## config.mk

```make
export PLATFORM = sky130hd
export DESIGN_NAME = sensor_cal_test_regs
export DESIGN_NICKNAME = d
export VERILOG_FILES = /design/src/core/sensor_cal_pkg.sv /design/src/core/axis_corrector.sv /design/src/core/osc_cycle_counter.sv /design/src/core/sensor_cal_test_regs.sv
export VERILOG_INCLUDE_DIRS = /design/src /design/src/core
export SDC_FILE = /design/constraint.sdc
export NUM_CORES = 2
export LEC_CHECK = 0
export BUFFER_PORTS_ARGS = -buffer_cell sky130_fd_sc_hd__clkbuf_2
export CAP_MARGIN = 10
export CORE_MARGIN = 5
export CORE_UTILIZATION = 58
export CTS_CLUSTER_DIAMETER = 30
export CTS_CLUSTER_SIZE = 24
export DETAILED_ROUTE_END_ITERATION = 10
export MAX_ROUTING_LAYER = met4
export PLACE_DENSITY = 0.88
export SYNTH_ARGS = -nofsm -noshare
export SYNTH_HDL_FRONTEND = slang
export SYNTH_HIERARCHICAL = 1
export SYNTH_SLANG_ARGS = --single-unit
```

## constraint.sdc

```tcl
create_clock -name clk_in -period 7.75 [get_ports clk_in]
set_input_delay 1.55 -clock clk_in [delete_from_list [all_inputs] [get_ports clk_in]]
set_output_delay 1.55 -clock clk_in [all_outputs]
set_load 0.01 [all_outputs]
```

## src/core/sensor_cal_defines.svh

```systemverilog
// register offsets, field positions, reset values and scaling constants
// assumes inclusion by bare name from every core file that needs them
`ifndef SENSOR_CAL_DEFINES_SVH
`define SENSOR_CAL_DEFINES_SVH
// register word offsets
`define TEST_SETUP_ADDR 8'h0f
`define OSC_MON_ADDR 8'h10
`define GAIN_CORR_ADDR 8'h11
`define OFFSET_CORR_ADDR 8'h12
`define ANGLE_OUT_ADDR 8'h13
`define VECTOR_LEN_ADDR 8'h14
// test setup fields
`define CTL_LSB 0
`define CHK_OFF_BIT 2
`define TEST_RSVD3_BIT 3
`define REV_LSB 4
`define TEST_RSVD_LSB 6
`define TEST_RSVD_VAL 10'h001
// gain and offset fields
`define SEL_LSB 14
`define GAIN_RSVD_LSB 11
`define OFF1_LSB 7
`define OFF2_LSB 0
`define GAIN_FRAC_BITS 10
`define OFF_SCALE_SHIFT 5
// result fields
`define ANGLE_BITS 13
// reset values
`define WORD_RESET 16'h0000
`define SEL_RESET 2'h0
`define GAIN_RESET 11'h000
`define OFF_RESET 7'h00
`define ANGLE_RESET 13'h0000
// arbitrary revision code, not tied to any product
`define SILICON_REV_DEFAULT 2'h3
`endif

```

## src/core/sensor_cal_pkg.sv

```systemverilog
// shared types of the calibration and test register bank
// assumes nothing of its surroundings
package sensor_cal_pkg;
	typedef enum logic [1:0] {
		OSC_CLEAR = 2'h0,
		OSC_RUN_FAST = 2'h1,
		OSC_RUN_SLOW = 2'h2,
		OSC_HOLD = 2'h3
	} osc_ctl_e;
	typedef enum logic [1:0] {
		AXIS_NONE = 2'h0,
		AXIS_X = 2'h1,
		AXIS_Y = 2'h2,
		AXIS_Z = 2'h3
	} axis_sel_e;
	typedef logic [15:0] reg_word_t;
endpackage

```

## src/core/axis_corrector.sv

```systemverilog
// gain and offset correction of the three axis samples ahead of the angle engine
// assumes samples are signed 16-bit words at full scale, one valid pulse per set
`include "sensor_cal_defines.svh"
module axis_corrector (
	input wire logic clk_in,
	input wire logic rstn_in,
	input wire logic [1:0] gain_sel_in,
	input wire logic [10:0] gain_val_in,
	input wire logic [1:0] off_sel_in,
	input wire logic [6:0] off1_in,
	input wire logic [6:0] off2_in,
	input wire logic [1:0] angle_pair_in,
	input wire logic sample_valid_in,
	input wire logic [15:0] x_in,
	input wire logic [15:0] y_in,
	input wire logic [15:0] z_in,
	output logic [15:0] x_out,
	output logic [15:0] y_out,
	output logic [15:0] z_out,
	output logic valid_out
);
	// does an offset word land on this axis for the given selection and pair
	function automatic logic off_hits(input logic [1:0] axis, input logic first,
		input logic [1:0] sel, input logic [1:0] pair);
		logic [1:0] target;
		target = first ? ((pair == 2'h2) ? 2'h2 : 2'h1) : ((pair == 2'h1) ? 2'h2 : 2'h3);
		return (pair != 2'h0) && (first ? sel[0] : sel[1]) && (target == axis);
	endfunction
	logic [15:0] samp [3];
	logic [15:0] corr_reg [3];
	logic valid_reg;
	logic [15:0] off1_term;
	logic [15:0] off2_term;
	assign samp[0] = x_in;
	assign samp[1] = y_in;
	assign samp[2] = z_in;
	// offset words as low bits of an 11-bit field, lifted to full scale
	assign off1_term = {{4{off1_in[6]}}, off1_in, 5'h00};
	assign off2_term = {{4{off2_in[6]}}, off2_in, 5'h00};
	genvar i;
	generate
		for (i = 0; i < 3; i++)
		begin : g_axis
			localparam logic [1:0] CODE = 2'(i + 1);
			logic signed [27:0] prod;
			logic [15:0] gained;
			logic [15:0] sum;
			// gain as value over 1024, only on the chosen axis
			assign prod = $signed(samp[i]) * $signed({1'b0, gain_val_in});
			assign gained = (gain_sel_in == CODE) ? prod[25:10] : samp[i];
			// offsets that apply to this axis, at most one of the two words on any one axis
			assign sum = gained + (off_hits(CODE, 1'b1, off_sel_in, angle_pair_in) ? off1_term
				: 16'h0000) + (off_hits(CODE, 1'b0, off_sel_in, angle_pair_in) ? off2_term
				: 16'h0000);
			always_ff @(posedge clk_in or negedge rstn_in)
			begin
				if (!rstn_in)
					corr_reg[i] <= `WORD_RESET;
				else if (sample_valid_in)
					corr_reg[i] <= sum;
			end
		end
	endgenerate
	// one-cycle valid behind each corrected set
	always_ff @(posedge clk_in or negedge rstn_in)
	begin
		if (!rstn_in)
			valid_reg <= 1'b0;
		else
			valid_reg <= sample_valid_in;
	end
	assign x_out = corr_reg[0];
	assign y_out = corr_reg[1];
	assign z_out = corr_reg[2];
	assign valid_out = valid_reg;
	a_no_corr_pass: assert property (@(posedge clk_in) disable iff (!rstn_in)
		(sample_valid_in && gain_sel_in == 2'h0 && off_sel_in == 2'h0)
		|=> (x_out == $past(x_in) && y_out == $past(y_in) && z_out == $past(z_in)))
		else $error("uncorrected sample changed");
	a_pair_none_off: assert property (@(posedge clk_in) disable iff (!rstn_in)
		(sample_valid_in && gain_sel_in == 2'h0 && angle_pair_in == 2'h0)
		|=> (x_out == $past(x_in) && z_out == $past(z_in)))
		else $error("offset applied with no axis pair");
endmodule

```

## src/core/osc_cycle_counter.sv

```systemverilog
// 16-bit tally of fast or slow oscillator cycles
// assumes oscillator levels arrive synchronous to clk_in and no faster than half its rate
`include "sensor_cal_defines.svh"
module osc_cycle_counter (
	input wire logic clk_in,
	input wire logic rstn_in,
	input wire sensor_cal_pkg::osc_ctl_e ctl_in,
	input wire logic fast_osc_in,
	input wire logic slow_osc_in,
	output logic [15:0] tally_out
);
	logic fast_prev_reg;
	logic slow_prev_reg;
	logic [15:0] tally_reg;
	logic [15:0] tally_next;
	logic tick;
	// rising edge of the chosen oscillator
	assign tick = ((ctl_in == sensor_cal_pkg::OSC_RUN_FAST) && fast_osc_in && !fast_prev_reg)
		|| ((ctl_in == sensor_cal_pkg::OSC_RUN_SLOW) && slow_osc_in && !slow_prev_reg);
	// clear, count with plain wrap, or hold
	assign tally_next = (ctl_in == sensor_cal_pkg::OSC_CLEAR) ? `WORD_RESET :
		(tick ? tally_reg + 16'h0001 : tally_reg);
	assign tally_out = tally_reg;
	// edge history and tally
	always_ff @(posedge clk_in or negedge rstn_in)
	begin
		if (!rstn_in)
		begin
			fast_prev_reg <= 1'b0;
			slow_prev_reg <= 1'b0;
			tally_reg <= `WORD_RESET;
		end
		else
		begin
			fast_prev_reg <= fast_osc_in;
			slow_prev_reg <= slow_osc_in;
			tally_reg <= tally_next;
		end
	end
	a_tally_wraps: assert property (@(posedge clk_in) disable iff (!rstn_in)
		(tick && tally_reg == 16'hffff) |=> (tally_reg == 16'h0000))
		else $error("tally did not wrap to zero");
	a_tally_clear: assert property (@(posedge clk_in) disable iff (!rstn_in)
		(ctl_in == sensor_cal_pkg::OSC_CLEAR) |=> (tally_reg == 16'h0000))
		else $error("tally not cleared");
	a_tally_hold: assert property (@(posedge clk_in) disable iff (!rstn_in)
		(ctl_in == sensor_cal_pkg::OSC_HOLD) |=> $stable(tally_reg))
		else $error("tally moved while stopped");
endmodule

```

## src/core/sensor_cal_test_regs.sv

```systemverilog
// calibration and test register bank of the hall position sensor
// assumes the serial front end presents decoded word accesses on the register port,
// and that results and oscillator levels are synchronous to clk_in
//
// Notes on behaviour
// - test setup bit 2, reset 0: 0 keeps checksums, 1 switches them off.
// - test setup bits 5-4 read a fixed revision code; writes leave it.
// - counter control: 0 clears, 1 counts fast, 2 counts slow, 3 stops.
// - cycle tally register returns counted cycles in bits 15-0.
// - the 16-bit tally wraps to zero at its maximum and keeps counting.
// - gain bits 15-14 pick the corrected axis: none, x, y or z.
// - gain bits 10-0 scale the chosen axis by value over 1024.
// - offset selection 01b applies only the first word, by axis pair.
// - offset selection 10b applies only the second word, by axis pair.
// - selection 11b applies both words; pair 00b or selection 00b applies none.
// - offset words sit at bits 13-7 and 6-0, signed, reset zero.
// - each offset word is the low seven bits of an 11-bit full-scale value.
// - angle register: 13 low bits, four fraction bits in sixteenths.
// - gain and offset selections read zero after reset.
// - vector length register returns the computed magnitude, reset zero.
`include "sensor_cal_defines.svh"
module sensor_cal_test_regs #(
	parameter logic [1:0] SILICON_REV = `SILICON_REV_DEFAULT
) (
	input wire logic clk_in,
	input wire logic rstn_in,
	input wire logic [7:0] reg_addr_in,
	input wire logic [15:0] reg_wdata_in,
	input wire logic reg_wr_in,
	input wire logic reg_rd_in,
	output logic [15:0] reg_rdata_out,
	output logic reg_rvalid_out,
	output logic reg_err_out,
	input wire logic fast_osc_in,
	input wire logic slow_osc_in,
	input wire logic [1:0] angle_pair_in,
	input wire logic sample_valid_in,
	input wire logic [15:0] x_in,
	input wire logic [15:0] y_in,
	input wire logic [15:0] z_in,
	input wire logic result_valid_in,
	input wire logic [12:0] angle_in,
	input wire logic [15:0] magnitude_in,
	output logic checksum_off_out,
	output logic [15:0] x_corr_out,
	output logic [15:0] y_corr_out,
	output logic [15:0] z_corr_out,
	output logic corr_valid_out
);
	// software-written state
	logic checksum_off_reg;
	sensor_cal_pkg::osc_ctl_e osc_ctl_reg;
	logic [1:0] gain_sel_reg;
	logic [10:0] gain_val_reg;
	logic [1:0] off_sel_reg;
	logic [6:0] off1_reg;
	logic [6:0] off2_reg;
	// captured results
	logic [12:0] angle_reg;
	logic [15:0] vector_len_reg;
	// read return
	logic [15:0] rdata_reg;
	logic rvalid_reg;
	logic err_reg;
	logic [15:0] rdata_next;
	logic err_next;
	logic [15:0] osc_cycle_tally;

	// address decode
	logic hit_test;
	logic hit_osc;
	logic hit_gain;
	logic hit_off;
	logic hit_angle;
	logic hit_len;
	logic mapped;
	assign hit_test = (reg_addr_in == `TEST_SETUP_ADDR);
	assign hit_osc = (reg_addr_in == `OSC_MON_ADDR);
	assign hit_gain = (reg_addr_in == `GAIN_CORR_ADDR);
	assign hit_off = (reg_addr_in == `OFFSET_CORR_ADDR);
	assign hit_angle = (reg_addr_in == `ANGLE_OUT_ADDR);
	assign hit_len = (reg_addr_in == `VECTOR_LEN_ADDR);
	assign mapped = hit_test || hit_osc || hit_gain || hit_off || hit_angle || hit_len;

	// write strobes, only writable registers take them
	logic wr_test;
	logic wr_gain;
	logic wr_off;
	assign wr_test = reg_wr_in && hit_test;
	assign wr_gain = reg_wr_in && hit_gain;
	assign wr_off = reg_wr_in && hit_off;

	// read views of each register, reserved bits fixed
	logic [15:0] test_view;
	logic [15:0] gain_view;
	logic [15:0] off_view;
	logic [15:0] angle_view;
	assign test_view = {`TEST_RSVD_VAL, SILICON_REV, 1'b0,
		checksum_off_reg, osc_ctl_reg};
	assign gain_view = {gain_sel_reg, 3'h0, gain_val_reg};
	assign off_view = {off_sel_reg, off1_reg, off2_reg};
	assign angle_view = {3'h0, angle_reg};

	// read data select, zero for an unmapped word
	assign rdata_next = hit_test ? test_view :
		hit_osc ? osc_cycle_tally :
		hit_gain ? gain_view :
		hit_off ? off_view :
		hit_angle ? angle_view :
		hit_len ? vector_len_reg :
		`WORD_RESET;
	assign err_next = (reg_rd_in || reg_wr_in) && !mapped;

	// test setup register, revision and reserved bits are not stored
	always_ff @(posedge clk_in or negedge rstn_in)
	begin
		if (!rstn_in)
		begin
			checksum_off_reg <= 1'b0;
			osc_ctl_reg <= sensor_cal_pkg::OSC_CLEAR;
		end
		else if (wr_test)
		begin
			checksum_off_reg <= reg_wdata_in[`CHK_OFF_BIT];
			osc_ctl_reg <= sensor_cal_pkg::osc_ctl_e'(reg_wdata_in[`CTL_LSB +: 2]);
		end
	end

	// gain correction register
	always_ff @(posedge clk_in or negedge rstn_in)
	begin
		if (!rstn_in)
		begin
			gain_sel_reg <= `SEL_RESET;
			gain_val_reg <= `GAIN_RESET;
		end
		else if (wr_gain)
		begin
			gain_sel_reg <= reg_wdata_in[`SEL_LSB +: 2];
			gain_val_reg <= reg_wdata_in[10:0];
		end
	end

	// offset correction register
	always_ff @(posedge clk_in or negedge rstn_in)
	begin
		if (!rstn_in)
		begin
			off_sel_reg <= `SEL_RESET;
			off1_reg <= `OFF_RESET;
			off2_reg <= `OFF_RESET;
		end
		else if (wr_off)
		begin
			off_sel_reg <= reg_wdata_in[`SEL_LSB +: 2];
			off1_reg <= reg_wdata_in[`OFF1_LSB +: 7];
			off2_reg <= reg_wdata_in[`OFF2_LSB +: 7];
		end
	end

	// angle and magnitude results held until the next measurement
	always_ff @(posedge clk_in or negedge rstn_in)
	begin
		if (!rstn_in)
		begin
			angle_reg <= `ANGLE_RESET;
			vector_len_reg <= `WORD_RESET;
		end
		else if (result_valid_in)
		begin
			angle_reg <= angle_in;
			vector_len_reg <= magnitude_in;
		end
	end

	// read return one cycle after the request
	always_ff @(posedge clk_in or negedge rstn_in)
	begin
		if (!rstn_in)
		begin
			rdata_reg <= `WORD_RESET;
			rvalid_reg <= 1'b0;
			err_reg <= 1'b0;
		end
		else
		begin
			rdata_reg <= reg_rd_in ? rdata_next : rdata_reg;
			rvalid_reg <= reg_rd_in;
			err_reg <= err_next;
		end
	end

	assign reg_rdata_out = rdata_reg;
	assign reg_rvalid_out = rvalid_reg;
	assign reg_err_out = err_reg;
	assign checksum_off_out = checksum_off_reg;

	// oscillator cycle counter
	osc_cycle_counter u_osc_counter (
		.clk_in(clk_in),
		.rstn_in(rstn_in),
		.ctl_in(osc_ctl_reg),
		.fast_osc_in(fast_osc_in),
		.slow_osc_in(slow_osc_in),
		.tally_out(osc_cycle_tally)
	);

	// axis gain and offset correction
	axis_corrector u_corrector (
		.clk_in(clk_in),
		.rstn_in(rstn_in),
		.gain_sel_in(gain_sel_reg),
		.gain_val_in(gain_val_reg),
		.off_sel_in(off_sel_reg),
		.off1_in(off1_reg),
		.off2_in(off2_reg),
		.angle_pair_in(angle_pair_in),
		.sample_valid_in(sample_valid_in),
		.x_in(x_in),
		.y_in(y_in),
		.z_in(z_in),
		.x_out(x_corr_out),
		.y_out(y_corr_out),
		.z_out(z_corr_out),
		.valid_out(corr_valid_out)
	);

	// checks on the register port
	a_checksum_write: assert property (@(posedge clk_in) disable iff (!rstn_in)
		wr_test |=> (checksum_off_out == $past(reg_wdata_in[`CHK_OFF_BIT])))
		else $error("checksum switch did not follow write");

	a_rev_fixed: assert property (@(posedge clk_in) disable iff (!rstn_in)
		(reg_rd_in && hit_test) |=> (reg_rdata_out[5:4] == SILICON_REV))
		else $error("revision code wrong");

	a_test_reserved: assert property (@(posedge clk_in) disable iff (!rstn_in)
		(reg_rd_in && hit_test) |=> (reg_rdata_out[15:6] == 10'h001 && !reg_rdata_out[3]))
		else $error("test setup reserved bits wrong");

	a_gain_reserved: assert property (@(posedge clk_in) disable iff (!rstn_in)
		(reg_rd_in && hit_gain) |=> (reg_rdata_out[13:11] == 3'h0))
		else $error("gain reserved bits not zero");

	a_tally_read: assert property (@(posedge clk_in) disable iff (!rstn_in)
		(reg_rd_in && hit_osc) |=> (reg_rdata_out == $past(osc_cycle_tally)))
		else $error("tally read mismatch");

	a_angle_upper: assert property (@(posedge clk_in) disable iff (!rstn_in)
		(result_valid_in ##1 (reg_rd_in && hit_angle && !result_valid_in))
		|=> (reg_rdata_out == {3'h0, $past(angle_in, 2)}))
		else $error("angle read wrong");

	a_len_latch: assert property (@(posedge clk_in) disable iff (!rstn_in)
		result_valid_in |=> (vector_len_reg == $past(magnitude_in)))
		else $error("vector length not captured");

	a_off_roundtrip: assert property (@(posedge clk_in) disable iff (!rstn_in)
		(wr_off ##1 (reg_rd_in && hit_off && !reg_wr_in))
		|=> (reg_rdata_out == $past(reg_wdata_in, 2)))
		else $error("offset register did not read back");

	a_ctl_drives: assert property (@(posedge clk_in) disable iff (!rstn_in)
		(wr_test && reg_wdata_in[1:0] == 2'h0) ##1 !wr_test
		|=> (osc_cycle_tally == 16'h0000))
		else $error("counter not cleared by control code");

	a_unmapped: assert property (@(posedge clk_in) disable iff (!rstn_in)
		(reg_rd_in && !mapped) |=> (reg_err_out && reg_rvalid_out && reg_rdata_out == 16'h0000))
		else $error("unmapped read not flagged");

	a_sel_reset: assert property (@(posedge clk_in) disable iff (!rstn_in)
		$rose(rstn_in) |-> (gain_sel_reg == 2'h0 && off_sel_reg == 2'h0))
		else $error("selections not zero after reset");
endmodule

```

==> summary.md <==
| Metric | Value |
|---|---|
| Outcome | `finished, violations left` |
| Violations in the final reports | `setup timing` |
| Wire length on met2 | `roughly 40000 um` |
| Fraction of the cycle the final worst path needs | `1.07` |
| Setup ws final | `-0.543 ns` |
| Global-route wire length before repair | `130000 um` |
| Ratio of routed vias to standard cells | `around 6` |
| Slew at the pin closest to its max-slew limit | `roughly 1.3 ns` |
| Number of buffers created by CTS | `17` |
| Most common library cell in the layout ignoring fill and taps | `inv_1` |
| RSZ-0062 raised after global routing | `yes` |
| Total I/O pin count | `~180` |
| Highest metal used | `met4` |
| Most common flop cell mapped by yosys | `dfrtp_1` |
| GRT Residual Overflow | `0` |
| Cell Area, Placed | `~0.03 mm2` |
| Fillcell total | `2831` |
| R2r startpoint | `gain_val_reg[0]` |
| Synthesized cell area | `around 0.027 mm2` |
| Die width | `225 um` |
| Number of hold violations in the final report | `0` |
| Overall via count from detail_route | `approximately 24000` |
| Height of the chip | `roughly 230 um` |
| Routed len/inst | `21.7 um` |
| Cell with the biggest individual delay on the critical path | `fa_1` |
| Remaining antenna violation count after routing | `0` |
| Wl on met1 | `between 20000 and 30000 um` |
| Number of global-route vias before repair | `about 25000` |
| Category of the worst setup path launch point | `input port` |
| Most used cells in the layout excluding fill and tap cells | `inv_1, fa_1, nand2_1` |
| Post-placement setup slack | `-0.735 ns` |
| CP most frequent cell | `fa_1` |
| Total global-route track usage | `0.332` |
| Final setup violation count | `7` |
| Type of the most critical hold path | `reg -> reg` |
| LEAKAGE | `between 15 and 20 nW` |
| Hold WS | `between 0.4 and 0.5 ns` |
| Worst setup path category | `in -> reg` |
| Mean cell area of the mapped netlist | `approximately 9 um2` |
| Register area share after synthesis | `0.136` |
| Final critical delay including setup and external delays | `~8.3 ns` |
| TritonRoute pass-1 iters | `9` |
| Summed area of non-filler cells in the final layout | `about 0.032 mm2` |
| Die area | `approximately 0.05 mm2` |
| Total negative slack | `-1.70 ns` |
| Gate count of the mapped netlist | `a little under 3000` |
| Layout-stage area growth over the synthesis result | `20.3%` |
| Number of antenna violations at the first check in global routing | `4` |
| HPWL reported at the end of detailed placement | `around 60000 um` |
| Wirelength, routed | `around 86000 um` |
| Port Buf Inserts | `178` |
| Max incr delay on CP | `approximately 0.62 ns` |
| Arrival time reported for the critical path endpoint | `between 8 and 9 ns` |
| Clock transition at the registers of the reported paths | `around 0.1 ns` |
| Residual DRC | `0` |
| Clock Latency Late Sink | `about 0.48 ns` |
| Quantity of hold-fixing buffers added after cts | `0` |
| TritonCTS clock tree | `yes` |
| Sinks on the clock net | `between 100 and 150` |
| Number of nets in the layout | `4113` |
| Count of distinct cell types in the synthesized netlist | `86` |
| Nets in the synthesized netlist | `3748` |
| Clock Root Buffer | `clkbuf_16` |
| Async set or reset register ratio after synthesis | `1.00` |
| Core box area | `roughly 0.046 mm2` |
| Worst vdd rail ir drop | `between 0.0001 and 0.00015 V` |
| First DRT Iteration DRCs | `around 3000` |
| Proportion of layout cells with a drive suffix above 1 | `0.245` |
| Routed length on met3 | `~9600 um` |
| Clock skew after layout | `~0.028 ns` |
| Number of synthesized register bits | `146` |
| Pin count of the biggest net entering global routing | `between 100 and 150` |
| # Max-Cap Violations | `0` |
| Row cnt | `slightly below 80` |
| Max-slew violation total from the final report | `0` |
| Gpl congestion | `roughly 0.96` |
| Starting utilization of the core area | `0.589` |
| CP endpoint kind | `flop` |
| Power density over the cells | `about 110 mW/mm2` |
| H-tree depth | `4` |
| CP required | `8.11 ns` |
| Synth Warn # | `6` |
| Achievable clock frequency | `121 MHz` |
| Min-Delay Startpoint | `u_corrector/x_out[13]` |
| Number of enable flip-flop cells after synthesis | `0` |
| Worst-path maximum fanout | `6` |
| Sum of internal, switching and leakage power | `~3.4 mW` |
| Maximum clock insertion buffer count | `2` |
| Slew margin rel. | `0.120` |
| Timing startpoint of the critical path | `y_in[5]` |
-- routing by layer --
layer,global-route usage,vias to the layer above
met4,0.157,0
li1,-,9832
met1,0.401,11500
met2,0.535,1780
met5,-,-
met3,0.0726,567
-- metrics by stage --
stage,util,std cells
2_1_floorplan,-,2970
3_3_place_gp,0.673,3895
3_5_place_dp,0.673,3895
4_1_cts,0.696,3936
5_1_grt,0.708,3953
6_report,0.709,3955
-- worst paths after layout --
path | end | slack, ns | cells past startpoint
max in group asynchronous | gain_val_reg[6] | 5.29 | 2
setup reg to reg | u_corrector/y_out[15] | -0.18 | 30
hold reg to reg | u_corrector/x_out[13] | 0.50 | 1
setup / recovery | u_corrector/y_out[15] | -0.54 | 32
hold / removal | u_corrector/x_out[13] | 0.50 | 1
min in group asynchronous | u_osc_counter/tally_out[3] | 1.18 | 1
-- power by group --
part	internal, mW	leakage [nW]	switching (mW)	total (mW)
registers	0.813	1.82	0.0643	0.877
clock network	0.460	0.285	0.455	0.914
logic	0.704	14.3	0.904	1.61
-- layout make-up --
| class | count | area [um2] | share of cell area |
|---|---|---|---|
| diodes | 7 | 17.5 | 0.000542 |
| well taps | 600 | 751 | 0.0232 |
| multi-input cells | 2022 | 21300 | 0.658 |
| clock buffers | 17 | 425 | 0.0132 |
| inverters | 654 | 2450 | 0.0760 |
| flip-flops and latches | 146 | 3660 | 0.113 |
| repair buffers | 494 | 3570 | 0.110 |
| clock inverters | 15 | 159 | 0.00492 |
-- cell usage after synthesis, types with 10 or more instances --
| cell | count | area share |
|---|---|---|
| a21o_1 | 24 | 0.0067 |
| a21oi_1 | 79 | 0.015 |
| a31oi_1 | 10 | 0.0023 |
| and2_1 | 208 | 0.048 |
| and3_1 | 26 | 0.0061 |
| clkbuf_1 | 130 | 0.018 |
| dfrtp_1 | 146 | 0.14 |
| fa_1 | 469 | 0.35 |
| ha_1 | 198 | 0.092 |
| inv_1 | 654 | 0.091 |
| mux2_2 | 75 | 0.031 |
| mux2_4 | 10 | 0.0056 |
| mux2i_1 | 18 | 0.0067 |
| nand2_1 | 417 | 0.058 |
| nand2b_1 | 21 | 0.0049 |
| nand3_1 | 35 | 0.0065 |
| nor2_1 | 66 | 0.0092 |
| nor2b_1 | 13 | 0.0030 |
| nor3_1 | 25 | 0.0047 |
| o21a_1 | 12 | 0.0034 |
| o21ai_0 | 32 | 0.0060 |
| o21ai_1 | 15 | 0.0028 |
| o31ai_1 | 16 | 0.0045 |
| or3_1 | 10 | 0.0023 |
| xnor2_1 | 66 | 0.022 |
| xor2_1 | 32 | 0.010 |
-- critical path: cells and delay by family --
family / cells / cell delay (ns)
AOI/OAI and AO/OA: 7 / 1.48
buffers and inverters: 7 / 0.63
muxes: 1 / 0.17
xor gates and xnor gates: 3 / 0.51
adders and majority gates: 8 / 3.50
and+or+nand+nor: 6 / 0.77
-- what timing repair did --
item | CTS | global route
buffers inserted | 9 | 13
pin swaps | 79 | 118
resized for setup | 87 | 110
setup endpoints to repair | 9 | 11
cloned | 0 | 0
-- cell families (layout without fill, tap and decap cells) --
group	after synthesis	after routing	share of synthesized area
compound gates	285	285	0.0724
flops	146	146	0.136
mux	103	103	0.0438
other cells	0	7	0
simple gates	869	869	0.160
fa+ha+maj	667	667	0.442
buf+inv	802	1180	0.114
xor+xnor	98	98	0.0320
(Power assumes the default switching activity.)
